[src/rtl/fetch_pkg.sv]
// fetch_pkg: constants, types and carriers for the fetch/sequencing block.
// assumes a single core_clk domain; program memory returns data one cycle after address.
package fetch_pkg;

    localparam int PC_W        = 13;
    localparam int PMEM_AW     = 12;
    localparam int INSN_W      = 14;
    localparam int BYTE_W      = 8;

    localparam logic [PC_W-1:0] RESET_VECTOR = 13'h0000;
    localparam logic [PC_W-1:0] INT_VECTOR   = 13'h0004;
    localparam logic [PC_W-1:0] PC_STEP      = 13'h0001;

    // program memory map
    localparam logic [PMEM_AW-1:0] PAGE0_FIRST = 12'h005;
    localparam logic [PMEM_AW-1:0] PAGE0_LAST  = 12'h7FF;
    localparam logic [PMEM_AW-1:0] PAGE1_FIRST = 12'h800;
    localparam logic [PMEM_AW-1:0] PAGE1_LAST  = 12'hFBF;
    localparam logic [PMEM_AW-1:0] CAL_BASE    = 12'hFC0;
    localparam logic [PMEM_AW-1:0] CAL_OSC     = 12'hFD0;
    localparam logic [PMEM_AW-1:0] CAL_WDT     = 12'hFD2;
    localparam logic [PMEM_AW-1:0] CAL_CSUM    = 12'hFF9;

    // calibration constant selectors: four-word float groups for 0 to 3, single words for 4 and 5
    localparam logic [2:0] CAL_SLOPE_REF_RATIO     = 3'h0;
    localparam logic [2:0] CAL_BANDGAP_VOLT_CONST  = 3'h1;
    localparam logic [2:0] CAL_TEMP_SENSOR_VOLT    = 3'h2;
    localparam logic [2:0] CAL_TEMP_COEFF_CONST    = 3'h3;
    localparam logic [2:0] CAL_OSC_MULT            = 3'h4;
    localparam logic [2:0] CAL_WATCHDOG_TIMEOUT    = 3'h5;
    localparam logic [1:0] CAL_LAST_BYTE           = 2'h3;
    localparam logic [1:0] CAL_FIRST_BYTE          = 2'h0;

    localparam logic [INSN_W-1:0] NOP_WORD = 14'h0000;

    typedef enum logic [3:0] {
        PHASE_ONE   = 4'b0001,
        PHASE_TWO   = 4'b0010,
        PHASE_THREE = 4'b0100,
        PHASE_FOUR  = 4'b1000
    } phase_t;

    typedef enum logic [2:0] {
        CAL_IDLE = 3'b001,
        CAL_ADDR = 3'b010,
        CAL_DATA = 3'b100
    } cal_state_t;

    typedef struct packed {
        logic              valid;
        logic [INSN_W-1:0] word;
    } insn_t;

    typedef struct packed {
        logic            take;
        logic [PC_W-1:0] target;
    } branch_req_t;

    typedef struct packed {
        logic decode;
        logic opnd_rd;
        logic dest_wr;
    } exec_strobe_t;

endpackage : fetch_pkg

[src/rtl/fetch_sequencer.sv]
// fetch_sequencer: instruction sequencing, program counter and program memory addressing.
// assumes program memory answers one core_clk after its address; all inputs synchronous.
`timescale 1ns/1ns
`default_nettype none
module fetch_sequencer
    import fetch_pkg::*;
(
    input  wire logic            core_clk,
    input  wire logic            sys_rst,
    input  wire logic            master_clear_n,
    // program memory
    output logic [PMEM_AW-1:0]   pmem_addr_r,
    input  wire logic [INSN_W-1:0] pmem_data,
    // execution side
    input  wire branch_req_t     branch_req,
    input  wire logic            irq_req,
    output logic                 irq_ack_r,
    output logic [PC_W-1:0]      return_pc_r,
    output insn_t                ir_r,
    output exec_strobe_t         strobe_r,
    output phase_t               phase_r,
    output logic [PC_W-1:0]      pc_r,
    output logic                 cal_fetch_err_r,
    // calibration readout
    input  wire logic            cal_req,
    input  wire logic [2:0]      cal_sel,
    output logic                 cal_busy_r,
    output logic                 cal_valid_r,
    output logic [31:0]          cal_word_r,
    // oscillator pins
    input  wire logic            crystal_osc_mode,
    input  wire logic            clock_in_pushbutton,
    input  wire logic            gpo_value,
    output logic                 pushbutton_pullup_en_r,
    output logic                 pushbutton_irq_r,
    output logic                 clock_out_gpo_r
);

    logic             rst;
    logic [PC_W-1:0]  fetch_pc_r;
    insn_t            fetch_r;
    logic             flush_r;
    logic             pb_prev_r;
    cal_state_t       cal_state_r;
    logic [1:0]       cal_cnt_r;
    logic [PMEM_AW-1:0] cal_addr_r;
    logic             redirect;
    logic [PC_W-1:0]  redirect_pc;

    assign rst = sys_rst | ~master_clear_n;

    ////////////////////////////////////////////////////////////////////////
    // phases
    phase_gen u_phase (
        .core_clk (core_clk),
        .rst      (rst),
        .phase_r  (phase_r)
    );

    ////////////////////////////////////////////////////////////////////////
    // program counter; branches win over interrupts, interrupt held off until then
    assign redirect    = (phase_r == PHASE_FOUR) & (branch_req.take | irq_req);
    assign redirect_pc = branch_req.take ? branch_req.target : INT_VECTOR;

    always_ff @(posedge core_clk) begin
        if (rst) begin
            pc_r       <= RESET_VECTOR;
            fetch_pc_r <= RESET_VECTOR;
        end else if (phase_r == PHASE_ONE) begin
            fetch_pc_r <= pc_r;
            pc_r       <= pc_r + PC_STEP;
        end else if (redirect) begin
            pc_r       <= redirect_pc;
        end
    end

    always_ff @(posedge core_clk) begin
        if (rst) begin
            irq_ack_r   <= 1'b0;
            return_pc_r <= RESET_VECTOR;
        end else begin
            irq_ack_r <= (phase_r == PHASE_FOUR) & irq_req & ~branch_req.take;
            if ((phase_r == PHASE_FOUR) & irq_req & ~branch_req.take) begin
                return_pc_r <= pc_r;
            end
        end
    end

    ////////////////////////////////////////////////////////////////////////
    // memory address: fetch in phase three, calibration byte in phase one
    always_ff @(posedge core_clk) begin
        if (rst) begin
            pmem_addr_r <= RESET_VECTOR[PMEM_AW-1:0];
        end else if (phase_r == PHASE_TWO) begin
            pmem_addr_r <= fetch_pc_r[PMEM_AW-1:0];
        end else if ((phase_r == PHASE_FOUR) & (cal_state_r == CAL_ADDR)) begin
            pmem_addr_r <= cal_addr_r;
        end
    end

    // code landing in the calibration area is flagged, not stopped
    always_ff @(posedge core_clk) begin
        if (rst) begin
            cal_fetch_err_r <= 1'b0;
        end else if (phase_r == PHASE_TWO) begin
            cal_fetch_err_r <= fetch_pc_r[PMEM_AW-1:0] >= CAL_BASE;
        end
    end

    ////////////////////////////////////////////////////////////////////////
    // fetch capture and flush
    always_ff @(posedge core_clk) begin
        if (rst) begin
            flush_r <= 1'b0;
        end else if (phase_r == PHASE_ONE) begin
            flush_r <= 1'b0;
        end else if (redirect) begin
            flush_r <= 1'b1;
        end
    end

    always_ff @(posedge core_clk) begin
        if (rst) begin
            fetch_r <= '{valid: 1'b0, word: NOP_WORD};
        end else if (phase_r == PHASE_FOUR) begin
            // word fetched under a redirect is dropped in the same edge
            fetch_r.word  <= pmem_data;
            fetch_r.valid <= ~(flush_r | redirect);
        end
    end

    always_ff @(posedge core_clk) begin
        if (rst) begin
            ir_r <= '{valid: 1'b0, word: NOP_WORD};
        end else if (phase_r == PHASE_ONE) begin
            ir_r <= fetch_r;
        end
    end

    ////////////////////////////////////////////////////////////////////////
    // execution strobes, registered one edge ahead of their phase
    always_ff @(posedge core_clk) begin
        if (rst) begin
            strobe_r <= '{decode: 1'b0, opnd_rd: 1'b0, dest_wr: 1'b0};
        end else begin
            unique case (phase_r)
                PHASE_ONE: begin
                    strobe_r.decode  <= fetch_r.valid;
                    strobe_r.opnd_rd <= fetch_r.valid;
                    strobe_r.dest_wr <= 1'b0;
                end
                PHASE_TWO: begin
                    strobe_r.decode  <= ir_r.valid;
                    strobe_r.opnd_rd <= 1'b0;
                    strobe_r.dest_wr <= 1'b0;
                end
                PHASE_THREE: begin
                    strobe_r.decode  <= ir_r.valid;
                    strobe_r.opnd_rd <= 1'b0;
                    strobe_r.dest_wr <= ir_r.valid;
                end
                PHASE_FOUR: begin
                    strobe_r.decode  <= 1'b0;
                    strobe_r.opnd_rd <= 1'b0;
                    strobe_r.dest_wr <= 1'b0;
                end
                default: begin
                    strobe_r <= '{decode: 1'b0, opnd_rd: 1'b0, dest_wr: 1'b0};
                end
            endcase
        end
    end

    ////////////////////////////////////////////////////////////////////////
    // calibration readout: one byte per four-phase round, exponent first, high to low mantissa
    always_ff @(posedge core_clk) begin
        if (rst) begin
            cal_state_r <= CAL_IDLE;
            cal_cnt_r   <= CAL_FIRST_BYTE;
            cal_addr_r  <= CAL_BASE;
            cal_busy_r  <= 1'b0;
            cal_valid_r <= 1'b0;
            cal_word_r  <= 32'h0000_0000;
        end else begin
            cal_valid_r <= 1'b0;
            unique case (cal_state_r)
                CAL_IDLE: begin
                    if (cal_req) begin
                        cal_busy_r  <= 1'b1;
                        cal_cnt_r   <= CAL_FIRST_BYTE;
                        cal_word_r  <= 32'h0000_0000;
                        cal_state_r <= CAL_ADDR;
                        if (cal_sel == CAL_OSC_MULT) begin
                            cal_addr_r <= CAL_OSC;
                            cal_cnt_r  <= CAL_LAST_BYTE;
                        end else if (cal_sel == CAL_WATCHDOG_TIMEOUT) begin
                            cal_addr_r <= CAL_WDT;
                            cal_cnt_r  <= CAL_LAST_BYTE;
                        end else begin
                            cal_addr_r <= CAL_BASE + {8'h00, cal_sel[1:0], 2'b00};
                        end
                    end
                end
                CAL_ADDR: begin
                    if (phase_r == PHASE_FOUR) begin
                        cal_state_r <= CAL_DATA;
                    end
                end
                CAL_DATA: begin
                    if (phase_r == PHASE_TWO) begin
                        cal_word_r <= {cal_word_r[23:0], pmem_data[BYTE_W-1:0]};
                        cal_addr_r <= cal_addr_r + 12'h001;
                        cal_cnt_r  <= cal_cnt_r + 2'h1;
                        if (cal_cnt_r == CAL_LAST_BYTE) begin
                            cal_state_r <= CAL_IDLE;
                            cal_busy_r  <= 1'b0;
                            cal_valid_r <= 1'b1;
                        end else begin
                            cal_state_r <= CAL_ADDR;
                        end
                    end
                end
                default: begin
                    cal_state_r <= CAL_IDLE;
                end
            endcase
        end
    end

    ////////////////////////////////////////////////////////////////////////
    // oscillator pins; the crystal amplifier itself is analog and lives outside
    always_ff @(posedge core_clk) begin
        if (rst) begin
            pb_prev_r              <= 1'b1;
            pushbutton_irq_r       <= 1'b0;
            pushbutton_pullup_en_r <= 1'b0;
            clock_out_gpo_r        <= 1'b0;
        end else begin
            pb_prev_r              <= clock_in_pushbutton;
            pushbutton_pullup_en_r <= ~crystal_osc_mode;
            // falling edge = button press against the pull-up
            pushbutton_irq_r <= ~crystal_osc_mode & pb_prev_r & ~clock_in_pushbutton;
            if (crystal_osc_mode) begin
                clock_out_gpo_r <= (phase_r == PHASE_TWO) | (phase_r == PHASE_THREE);
            end else begin
                clock_out_gpo_r <= gpo_value;
            end
        end
    end

endmodule : fetch_sequencer
`default_nettype wire

[src/rtl/phase_gen.sv]
// phase_gen: divides the core clock by four into one-hot phases.
// assumes a synchronous active-high reset already merged with master clear.
`timescale 1ns/1ns
`default_nettype none
module phase_gen
    import fetch_pkg::*;
(
    input  wire logic core_clk,
    input  wire logic rst,
    output phase_t    phase_r
);

    ////////////////////////////////////////////////////////////////////////
    // rotating one-hot: exactly one phase is ever active, so no overlap
    always_ff @(posedge core_clk) begin
        if (rst) begin
            phase_r <= PHASE_ONE;
        end else begin
            unique case (phase_r)
                PHASE_ONE:   phase_r <= PHASE_TWO;
                PHASE_TWO:   phase_r <= PHASE_THREE;
                PHASE_THREE: phase_r <= PHASE_FOUR;
                PHASE_FOUR:  phase_r <= PHASE_ONE;
                default:     phase_r <= PHASE_ONE;
            endcase
        end
    end

endmodule : phase_gen
`default_nettype wire

[config.mk]
export PLATFORM = sky130hd
export DESIGN_NAME = fetch_sequencer
export DESIGN_NICKNAME = d
export VERILOG_FILES = /design/src/rtl/fetch_pkg.sv /design/src/rtl/fetch_sequencer.sv /design/src/rtl/phase_gen.sv
export SDC_FILE = /design/constraint.sdc
export NUM_CORES = 1
export LEC_CHECK = 0
export BUFFER_PORTS_ARGS = -buffer_cell sky130_fd_sc_hd__buf_2
export CAP_MARGIN = 20
export CORE_MARGIN = 3
export CORE_UTILIZATION = 39
export DETAILED_ROUTE_END_ITERATION = 8
export PLACE_DENSITY_LB_ADDON = 0.05
export SLEW_MARGIN = 30
export SYNTH_ARGS = -nofsm -noshare
export SYNTH_HDL_FRONTEND = slang
export SYNTH_SLANG_ARGS = --single-unit
[constraint.sdc]
create_clock -name core_clk -period 4.65 [get_ports core_clk]
set_clock_uncertainty 0.1 [all_clocks]
set_input_delay 0.6975 -clock core_clk [delete_from_list [all_inputs] [get_ports core_clk]]
set_output_delay 0.6975 -clock core_clk [all_outputs]
set_load 0.05 [all_outputs]
==> results of run 1 <==
==> flip-flops by register name, summed over array words and instances, names as in the netlist, 3 cells and up <==
name / count
cal_word_r: 32
fetch_r: 15
ir_r: 15
pc_r: 13
return_pc_r: 13
cal_addr_r: 12
fetch_pc_r: 12
pmem_addr_r: 12
u_phase.phase_r: 4
cal_state_r: 3
strobe_r: 3
==> path summary, 6_finish.rpt <==
check                                         to                start  cells past startpoint  slack [ns]
worst min-delay path            pushbutton_irq_r  clock_in_pushbutton                      2        0.35
worst max-delay path               cal_word_r[4]   u_phase.phase_r[1]                      5        2.03
worst max register to register     cal_word_r[4]   u_phase.phase_r[1]                      5        2.03
worst min register to register    cal_word_r[28]       cal_word_r[28]                      2        0.35
==> Yosys cell counts, types with 2 or more instances <==
cell type,count,area (um2)
nor4b_1,2,17.5
a221oi_1,3,26.3
buf_6,3,33.8
clkbuf_1,39,146
nor3_1,7,35.0
a32o_1,2,20.0
o21ai_0,22,110
and2_1,8,50.1
or3b_2,2,17.5
a211oi_1,6,45.0
nand2b_1,7,43.8
o31a_1,2,17.5
nand3_1,8,40.0
and3_1,7,43.8
a32oi_1,2,17.5
nor2_1,48,180
inv_1,6,22.5
and4_1,5,43.8
or4_1,3,22.5
a31oi_1,9,56.3
nand3b_1,3,22.5
mux2i_1,14,140
ha_1,3,37.5
nor2b_1,2,12.5
buf_2,10,50.1
or3_1,4,25.0
xnor2_1,2,17.5
a21o_1,4,30.0
a21oi_1,89,445
dfxtp_1,145,2900
nand4_1,11,68.8
nand2_1,183,687
a311oi_1,14,123
nor4_1,5,31.3
nor3b_1,3,22.5
==> metrics by stage <==
stage | setup WS [ns] | power (W)
floorplan | 2.23 | 0.00144
global placement | 1.69 | 0.00149
detailed placement | 2.05 | 0.00150
CTS | 2.02 | 0.00294
global route | 1.80 | 0.00303
finish | 2.03 | 0.00291
==> kinds of logic (layout without fill, tap and decap cells) <==
family | count (synthesis) | after routing
and+or+nand+nor | 318 | 318
adders and majority gates | 3 | 3
DFF | 145 | 145
xor gates and xnor gates | 2 | 2
AOI/OAI and AO/OA | 166 | 166
buffers and inverters | 60 | 182
muxes | 14 | 14
==> area by class of cell <==
cell class | instances | area [um2] | share of cell area [%]
clock inverters | 10 | 161 | 2.21
clock buffers | 19 | 453 | 6.21
flip-flops and latches | 145 | 2900 | 39.8
well taps | 184 | 230 | 3.15
multi-input cells | 503 | 2720 | 37.2
inverters | 6 | 22.5 | 0.309
repair buffers | 147 | 812 | 11.1
==> power groups by stage <==
stage                     sequential [W]  combinational, W  clock (W)
after floorplan                  0.00132          0.000112          0
after global placement           0.00130          0.000190          0
after detailed placement         0.00130          0.000202          0
after CTS                        0.00127          0.000203    0.00146
after global routing             0.00128          0.000221    0.00153
final                            0.00128          0.000202    0.00143
==> worst max-delay path, cell delays in order, from the launching register on <==
cell and delay [ns]:
dfxtp_1 0.56, or4b_1 0.85, o21ai_4 0.58, buf_16 0.23
nand2_1 0.07, a21oi_1 0.14
==> per-layer routing <==
| layer | wire length (um) | GRT usage (%) | share of wire, % | up-vias |
|---|---|---|---|---|
| met5 | 0 | 0 | 0 | - |
| met4 | 239 | 6.61 | 1.5 | 0 |
| met3 | 1060 | 7.68 | 6.7 | 17 |
| met2 | 7330 | 30.4 | 46 | 145 |
| met1 | 7300 | 24.5 | 46 | 2545 |
| li1 | - | - | - | 2684 |
==> flow_metrics.tcl, run 1 <==
set metrics [dict create \
    grt_overflow 0 \
    fin_nets 862 \
    place_congestion 0.810 \
    path_max_fanout 29 \
    synth_compound_area_share_pct 17.3 \
    layout_common_cells "nand2_1 (182), dfxtp_1 (145), buf_2 (137)" \
    cts_tree "done" \
    p_int_w 0.00223 \
    firstDrtPassIters 5 \
    holdWs_ns 0.347 \
    drt_iter0_markers 282 \
    final_util_pct 50.0 \
    maxCapViolations 0 \
    hold_class "in -> reg" \
    synth_seq_area_share_pct 49.6 \
    n_fill_cell 1433 \
    critPathCaptureType "register" \
    period_share_pct 56.3 \
    cts_resized 0 \
    path_clk_slew_ns 0.06 \
    yosys.area_share.simple_pct 25.3 \
    synth-adder-area-share_pct 0.641 \
    n_antenna_cell 0 \
    grt_pass1_wl_um 25700 \
    htreeDepth 4 \
    synth.mux.area_fraction_pct 2.39 \
    synth_top_family_by_area "simple AND/OR/NAND/NOR gates" \
    dp.final_hpwl_um 10800 \
    power.switching_w 0.000677 \
    antenna_found_initial 0 \
    finalHoldViolCount 0 \
    root_buffer "clkbuf_16" \
    dp.cells 984 \
    swShare_pct 23.3 \
    mostFrequentLayoutCell "nand2_1" \
    fin_setup_tns_ns 0 \
    status "complete, no violations" \
    pin_count 138 \
    drive_gt1_share_pct 23.0 \
    cts_setup_buffers 0 \
    fin_area_mm2 0.00730 \
    final_cells 1014 \
    slew_headroom_pct 39.8 \
    cp-start-kind "register" \
    setup_violations 0 \
    ys_ff_latch 145 \
    ir_drop_uv 252 \
    synth_cell_types 60 \
    leakagePower_nw 2.93 \
    netlist_area_mm2 0.00585 \
    row_count 44 \
    async_reset_ff_share_pct 0 \
    synth_xor_area_share_pct 0.299 \
    synth_enable_flop_cells 0 \
    drv_slew 0 \
    grt_pass1_vias 5132 \
    drc 0 \
    cts-buffers-inserted 17 \
    die-area_mm2 0.0165 \
    ant_nets 0 \
    wirelength_um 15900 \
    die-height_um 128 \
    via_count 5391 \
    path_class "reg -> reg" \
    powerDensity_mw_per_mm2 399 \
    cts.sinks 145 \
    ys_warn_count 0 \
    synth_ff_type "dfxtp_1" \
    initial_utilization_pct 40.1 \
    port_buffers 137 \
    synth.avg_cell_area_um2 8.27 \
    syn_nets 750 \
    clk-insertion-delay-late_ns 0.42 \
    cts-hold-fix-buffers 0 \
    drt-vias-per-instance 5.32 \
    seqPwrFrac_pct 43.8 \
    wire_per_inst_um 15.7 \
    worstMarginPinSlew_ns 0.891 \
    combPwrFrac_pct 6.9 \
    fmax_mhz 382 \
    critical_path_arrival_ns 2.85 \
    required_ns 4.89 \
    core_area_mm2 0.0146 \
    grt_use_total_pct 19.4 \
    syn_to_final_growth_pct 24.7 \
    grt_max_degree 58 \
    rsz0062_at_grt "no" \
    place_area_mm2 0.00667 \
    cts.path.max_buffers 2 \
    power_frac_clock_pct 49.2 \
    fin_crit_ns 2.62 \
    syn_inst 708 \
    die_x_um 128 \
]
(Power assumes the default switching activity.)
==> run 2: changes to the inputs <==
==> constraint.sdc (replaced) <==
create_clock -name core_clk -period 2.2 [get_ports core_clk]
set_clock_uncertainty 0.1 [all_clocks]
set_input_delay 0.33 -clock core_clk [delete_from_list [all_inputs] [get_ports core_clk]]
set_output_delay 0.33 -clock core_clk [all_outputs]
set_load 0.05 [all_outputs]
==> flow_metrics.tcl, run 2 (same netlist as run 1, synthesis figures left out) <==
set metrics [dict create \
    drc 0 \
    cts_setup_buffers 0 \
    status "complete, no violations" \
    fin_setup_tns_ns 0 \
    ant_nets 0 \
    worstMarginPinSlew_ns 0.468 \
    core_area_mm2 0.0146 \
    pin_count 138 \
    grt_pass1_vias 5419 \
    cts_resized 0 \
    place_congestion 0.831 \
    powerDensity_mw_per_mm2 828 \
    slew_headroom_pct 68.7 \
    cts-hold-fix-buffers 2 \
    cts_tree "done" \
    final.setup.worst_slack_ns 0.127 \
    path_max_fanout 10 \
    grt_use_total_pct 19.5 \
    cts.path.max_buffers 2 \
    n_antenna_cell 0 \
    fin_crit_ns 2.07 \
    htreeDepth 4 \
    cpPeakStageDelay_ns 0.62 \
    clk-insertion-delay-late_ns 0.42 \
    final_cells 1036 \
    firstDrtPassIters 5 \
    reg.largest.list "cal_word_r x32, fetch_r x15, ir_r x15" \
    worstPathBufferInverterCount 0 \
    die-area_mm2 0.0165 \
    grt_max_degree 52 \
    drive_gt1_share_pct 24.9 \
    die-height_um 128 \
    critical_path_arrival_ns 2.27 \
    die_x_um 128 \
    largest_reg_flops 32 \
    grt_overflow 0 \
    root_buffer "clkbuf_16" \
    cts-buffers-inserted 17 \
    rsz0062_at_grt "no" \
    top_register "cal_word_r" \
    initial_utilization_pct 40.1 \
    mostFrequentLayoutCell "nand2_1" \
    leakagePower_nw 3.03 \
    wirelength_um 16000 \
    layout_common_cells "nand2_1 (183), dfxtp_1 (141), buf_2 (137)" \
    critPathCaptureType "register" \
    fmax_mhz 482 \
    path_clk_slew_ns 0.06 \
    maxCapViolations 0 \
    finalHoldViolCount 0 \
    n_fill_cell 1420 \
    cts.sinks 145 \
    grt_pass1_wl_um 26000 \
    path_class "reg -> reg" \
    cp-start-kind "register" \
    drt-vias-per-instance 5.33 \
    drt_iter0_markers 373 \
    pre_cts_ws_ns 0.150 \
    required_ns 2.40 \
    hold_class "in -> reg" \
    cp_top_family "simple AND/OR/NAND/NOR gates" \
    dp.cells 1003 \
    syn_to_final_growth_pct 27.3 \
    period_share_pct 94.2 \
    drv_slew 0 \
    setup_violations 0 \
    cp_slowest_cell "or4b_4" \
    wire_per_inst_um 15.4 \
    fin_nets 882 \
    ir_drop_uv 698 \
    port_buffers 137 \
    antenna_found_initial 0 \
    dp.final_hpwl_um 11200 \
    path_cells "or4b_4 -> or4_1 -> a32oi_1 -> a211oi_1" \
    via_count 5523 \
    row_count 44 \
]
run 2: report_power, final:
| part | internal [W] | switching [W] | leakage, nW | total [W] |
|---|---|---|---|---|
| Clock | 0.00193 | 0.00110 | 0.296 | 0.00302 |
| Combinational | 0.000146 | 0.000310 | 1.56 | 0.000456 |
| Sequential | 0.00266 | 0.0000348 | 1.17 | 0.00269 |
| Total | 0.00473 | 0.00144 | 3.03 | 0.00617 |
run 2: routing by layer:
layer / global-route usage [%] / up-vias / part of all wire, %
li1: - / 2723 / -
met1: 23.7 / 2625 / 44
met2: 32.3 / 149 / 48
met3: 6.60 / 26 / 6.7
met4: 7.10 / 0 / 1.7
met5: 0 / - / 0
run 2: final cells by class:
type                    instances  area, um2  area share [%]
flip-flops and latches        145       2910            39.0
clock inverters                12        183            2.45
inverters                       6       22.5           0.302
clock buffers                  19        443            5.95
repair buffers                167        953            12.8
well taps                     184        230            3.09
multi-input cells             503       2710            36.4
run 2: path summary, 6_finish.rpt:
path | slack [ns] | to | cells past startpoint | from
worst max-delay path | 0.13 | pc_r[10] | 4 | u_phase.phase_r[1]
worst min-delay path | 0.02 | pushbutton_pullup_en_r | 2 | crystal_osc_mode
worst max register to register | 0.13 | pc_r[10] | 4 | u_phase.phase_r[1]
worst min register to register | 0.35 | ir_r[7] | 2 | fetch_r[7]
run 2: per-stage QoR:
step	hold slack, ns	util [%]	instance area, um2	power [W]
floorplan	0.307	-	5860	0.00304
global placement	0.337	46.6	6800	0.00319
detailed placement	0.345	46.6	6800	0.00320
CTS	0.00294	51.1	7450	0.00623
global route	0.0152	51.1	7450	0.00639
finish	0.0245	51.1	7450	0.00617
==> run 3: changes to the inputs <==
--- a/config.mk
+++ b/config.mk
@@ -11,6 +11,7 @@
 export CORE_UTILIZATION = 39
 export DETAILED_ROUTE_END_ITERATION = 8
 export PLACE_DENSITY_LB_ADDON = 0.05
+export REMOVE_ABC_BUFFERS = 1
 export SLEW_MARGIN = 30
 export SYNTH_ARGS = -nofsm -noshare
 export SYNTH_HDL_FRONTEND = slang
==> flow_metrics.tcl, run 3 (same netlist as run 1, synthesis figures left out) <==
set metrics [dict create \
    layout_common_cells "nand2_1 (183), dfxtp_1 (145), buf_2 (137)" \
    port_buffers 137 \
    reg.largest.list "cal_word_r x32, fetch_r x15, ir_r x15" \
    firstDrtPassIters 4 \
    die-height_um 128 \
    min_from "gpo_value" \
    maxCapViolations 0 \
    finalHoldViolCount 0 \
    die_x_um 128 \
    row_count 44 \
    ir_drop_uv 544 \
    initial_utilization_pct 40.1 \
    leakagePower_nw 3.08 \
    place_congestion 0.808 \
    wire_per_inst_um 15.5 \
    path_class "reg -> reg" \
    drt-vias-per-instance 5.19 \
    grt_use_total_pct 19.8 \
    cts.sinks 145 \
    worstMarginPinSlew_ns 0.567 \
    rsz0062_at_grt "no" \
    htreeDepth 4 \
    n_fill_cell 1414 \
    drv_slew 0 \
    hold_class "in -> reg" \
    grt_max_degree 39 \
    grt_overflow 0 \
    root_buffer "clkbuf_16" \
    clk-insertion-delay-late_ns 0.41 \
    final.setup.worst_slack_ns 0.137 \
    cp-start-kind "register" \
    grt_pass1_vias 5248 \
    drive_gt1_share_pct 25.3 \
    cts-buffers-inserted 17 \
    final_util_pct 51.7 \
    r2r-start "u_phase.phase_r[3]" \
    dp.final_hpwl_um 11300 \
    grt_pass1_wl_um 26300 \
    fin_nets 893 \
    critPathCaptureType "register" \
    period_share_pct 93.8 \
    powerDensity_mw_per_mm2 800 \
    setup_violations 0 \
    pre_cts_ws_ns 0.0677 \
    fmax_mhz 485 \
    slew_headroom_pct 62.2 \
    core_area_mm2 0.0146 \
    wirelength_um 16200 \
    cp-startpoint "u_phase.phase_r[3]" \
    ant_nets 0 \
    die-area_mm2 0.0165 \
    path_max_fanout 11 \
    reg2reg_slack_ns 0.14 \
    critical_path_arrival_ns 2.26 \
    top_register "cal_word_r" \
    path_clk_slew_ns 0.06 \
    via_count 5435 \
    cts_tree "done" \
    pin_count 138 \
    antenna_found_initial 0 \
    largest_reg_flops 32 \
    syn_to_final_growth_pct 28.8 \
    status "complete, no violations" \
    mostFrequentLayoutCell "nand2_1" \
    cts.path.max_buffers 2 \
    drt_iter0_markers 281 \
    fin_crit_ns 2.06 \
    drc 0 \
    n_antenna_cell 0 \
    required_ns 2.39 \
]
## run 3: power breakdown
part / switching, W / leakage, nW / internal [W]
Combinational: 0.000320 / 1.63 / 0.000163
Clock: 0.00108 / 0.281 / 0.00178
Sequential: 0.0000322 / 1.17 / 0.00266
Total: 0.00143 / 3.08 / 0.00460
## run 3: metrics by stage
step	power [W]	hold slack (ns)	TNS, ns	std cells	cell area (um2)
detailed placement	0.00322	0.342	0	1009	6860
finish	0.00603	0.0482	0	1048	7540
global route	0.00625	0.0392	0	1048	7540
CTS	0.00609	0.0260	0	1044	7480
global placement	0.00321	0.337	0	1009	6860
floorplan	0.00300	0.307	-137.22	654	5610
## run 3: final cells by class
| type | instances | area, um2 | area share, % |
|---|---|---|---|
| Clock buffer | 23 | 488 | 6.48 |
| Inverter | 6 | 22.5 | 0.299 |
| Sequential cell | 145 | 2900 | 38.5 |
| Timing Repair Buffer | 177 | 1060 | 14.0 |
| Tap cell | 184 | 230 | 3.05 |
| Multi-Input combinational cell | 504 | 2730 | 36.2 |
| Clock inverter | 9 | 105 | 1.39 |
## run 3: metal layers
metal	vias to the layer above	share of wire (%)	track usage [%]
met2	140	46	30.9
met5	-	0	0
met4	0	1.2	7.29
met3	16	6.4	5.65
li1	2748	-	-
met1	2531	46	26.1
## run 3: critical path: stages (launching register included)
cell	delay, ns
dfxtp_1	0.41
or4b_4	0.60
or4_1	0.53
a32oi_1	0.22
a211oi_1	0.07
## run 3: path summary, 6_finish.rpt
check                          to  depth (start not counted)
hold reg to reg    cal_word_r[27]                          2
setup reg to reg         pc_r[10]                          4
setup / recovery         pc_r[10]                          4
hold / removal    clock_out_gpo_r                          2
## run 3: repair_timing
item                                   in CTS  in global routing
endpoints found under the hold margin       3                  0
hold buffers                                3                  0
buffers inserted                            0                  3
setup endpoints to repair                   0                 29
gates resized for setup                     0                  2
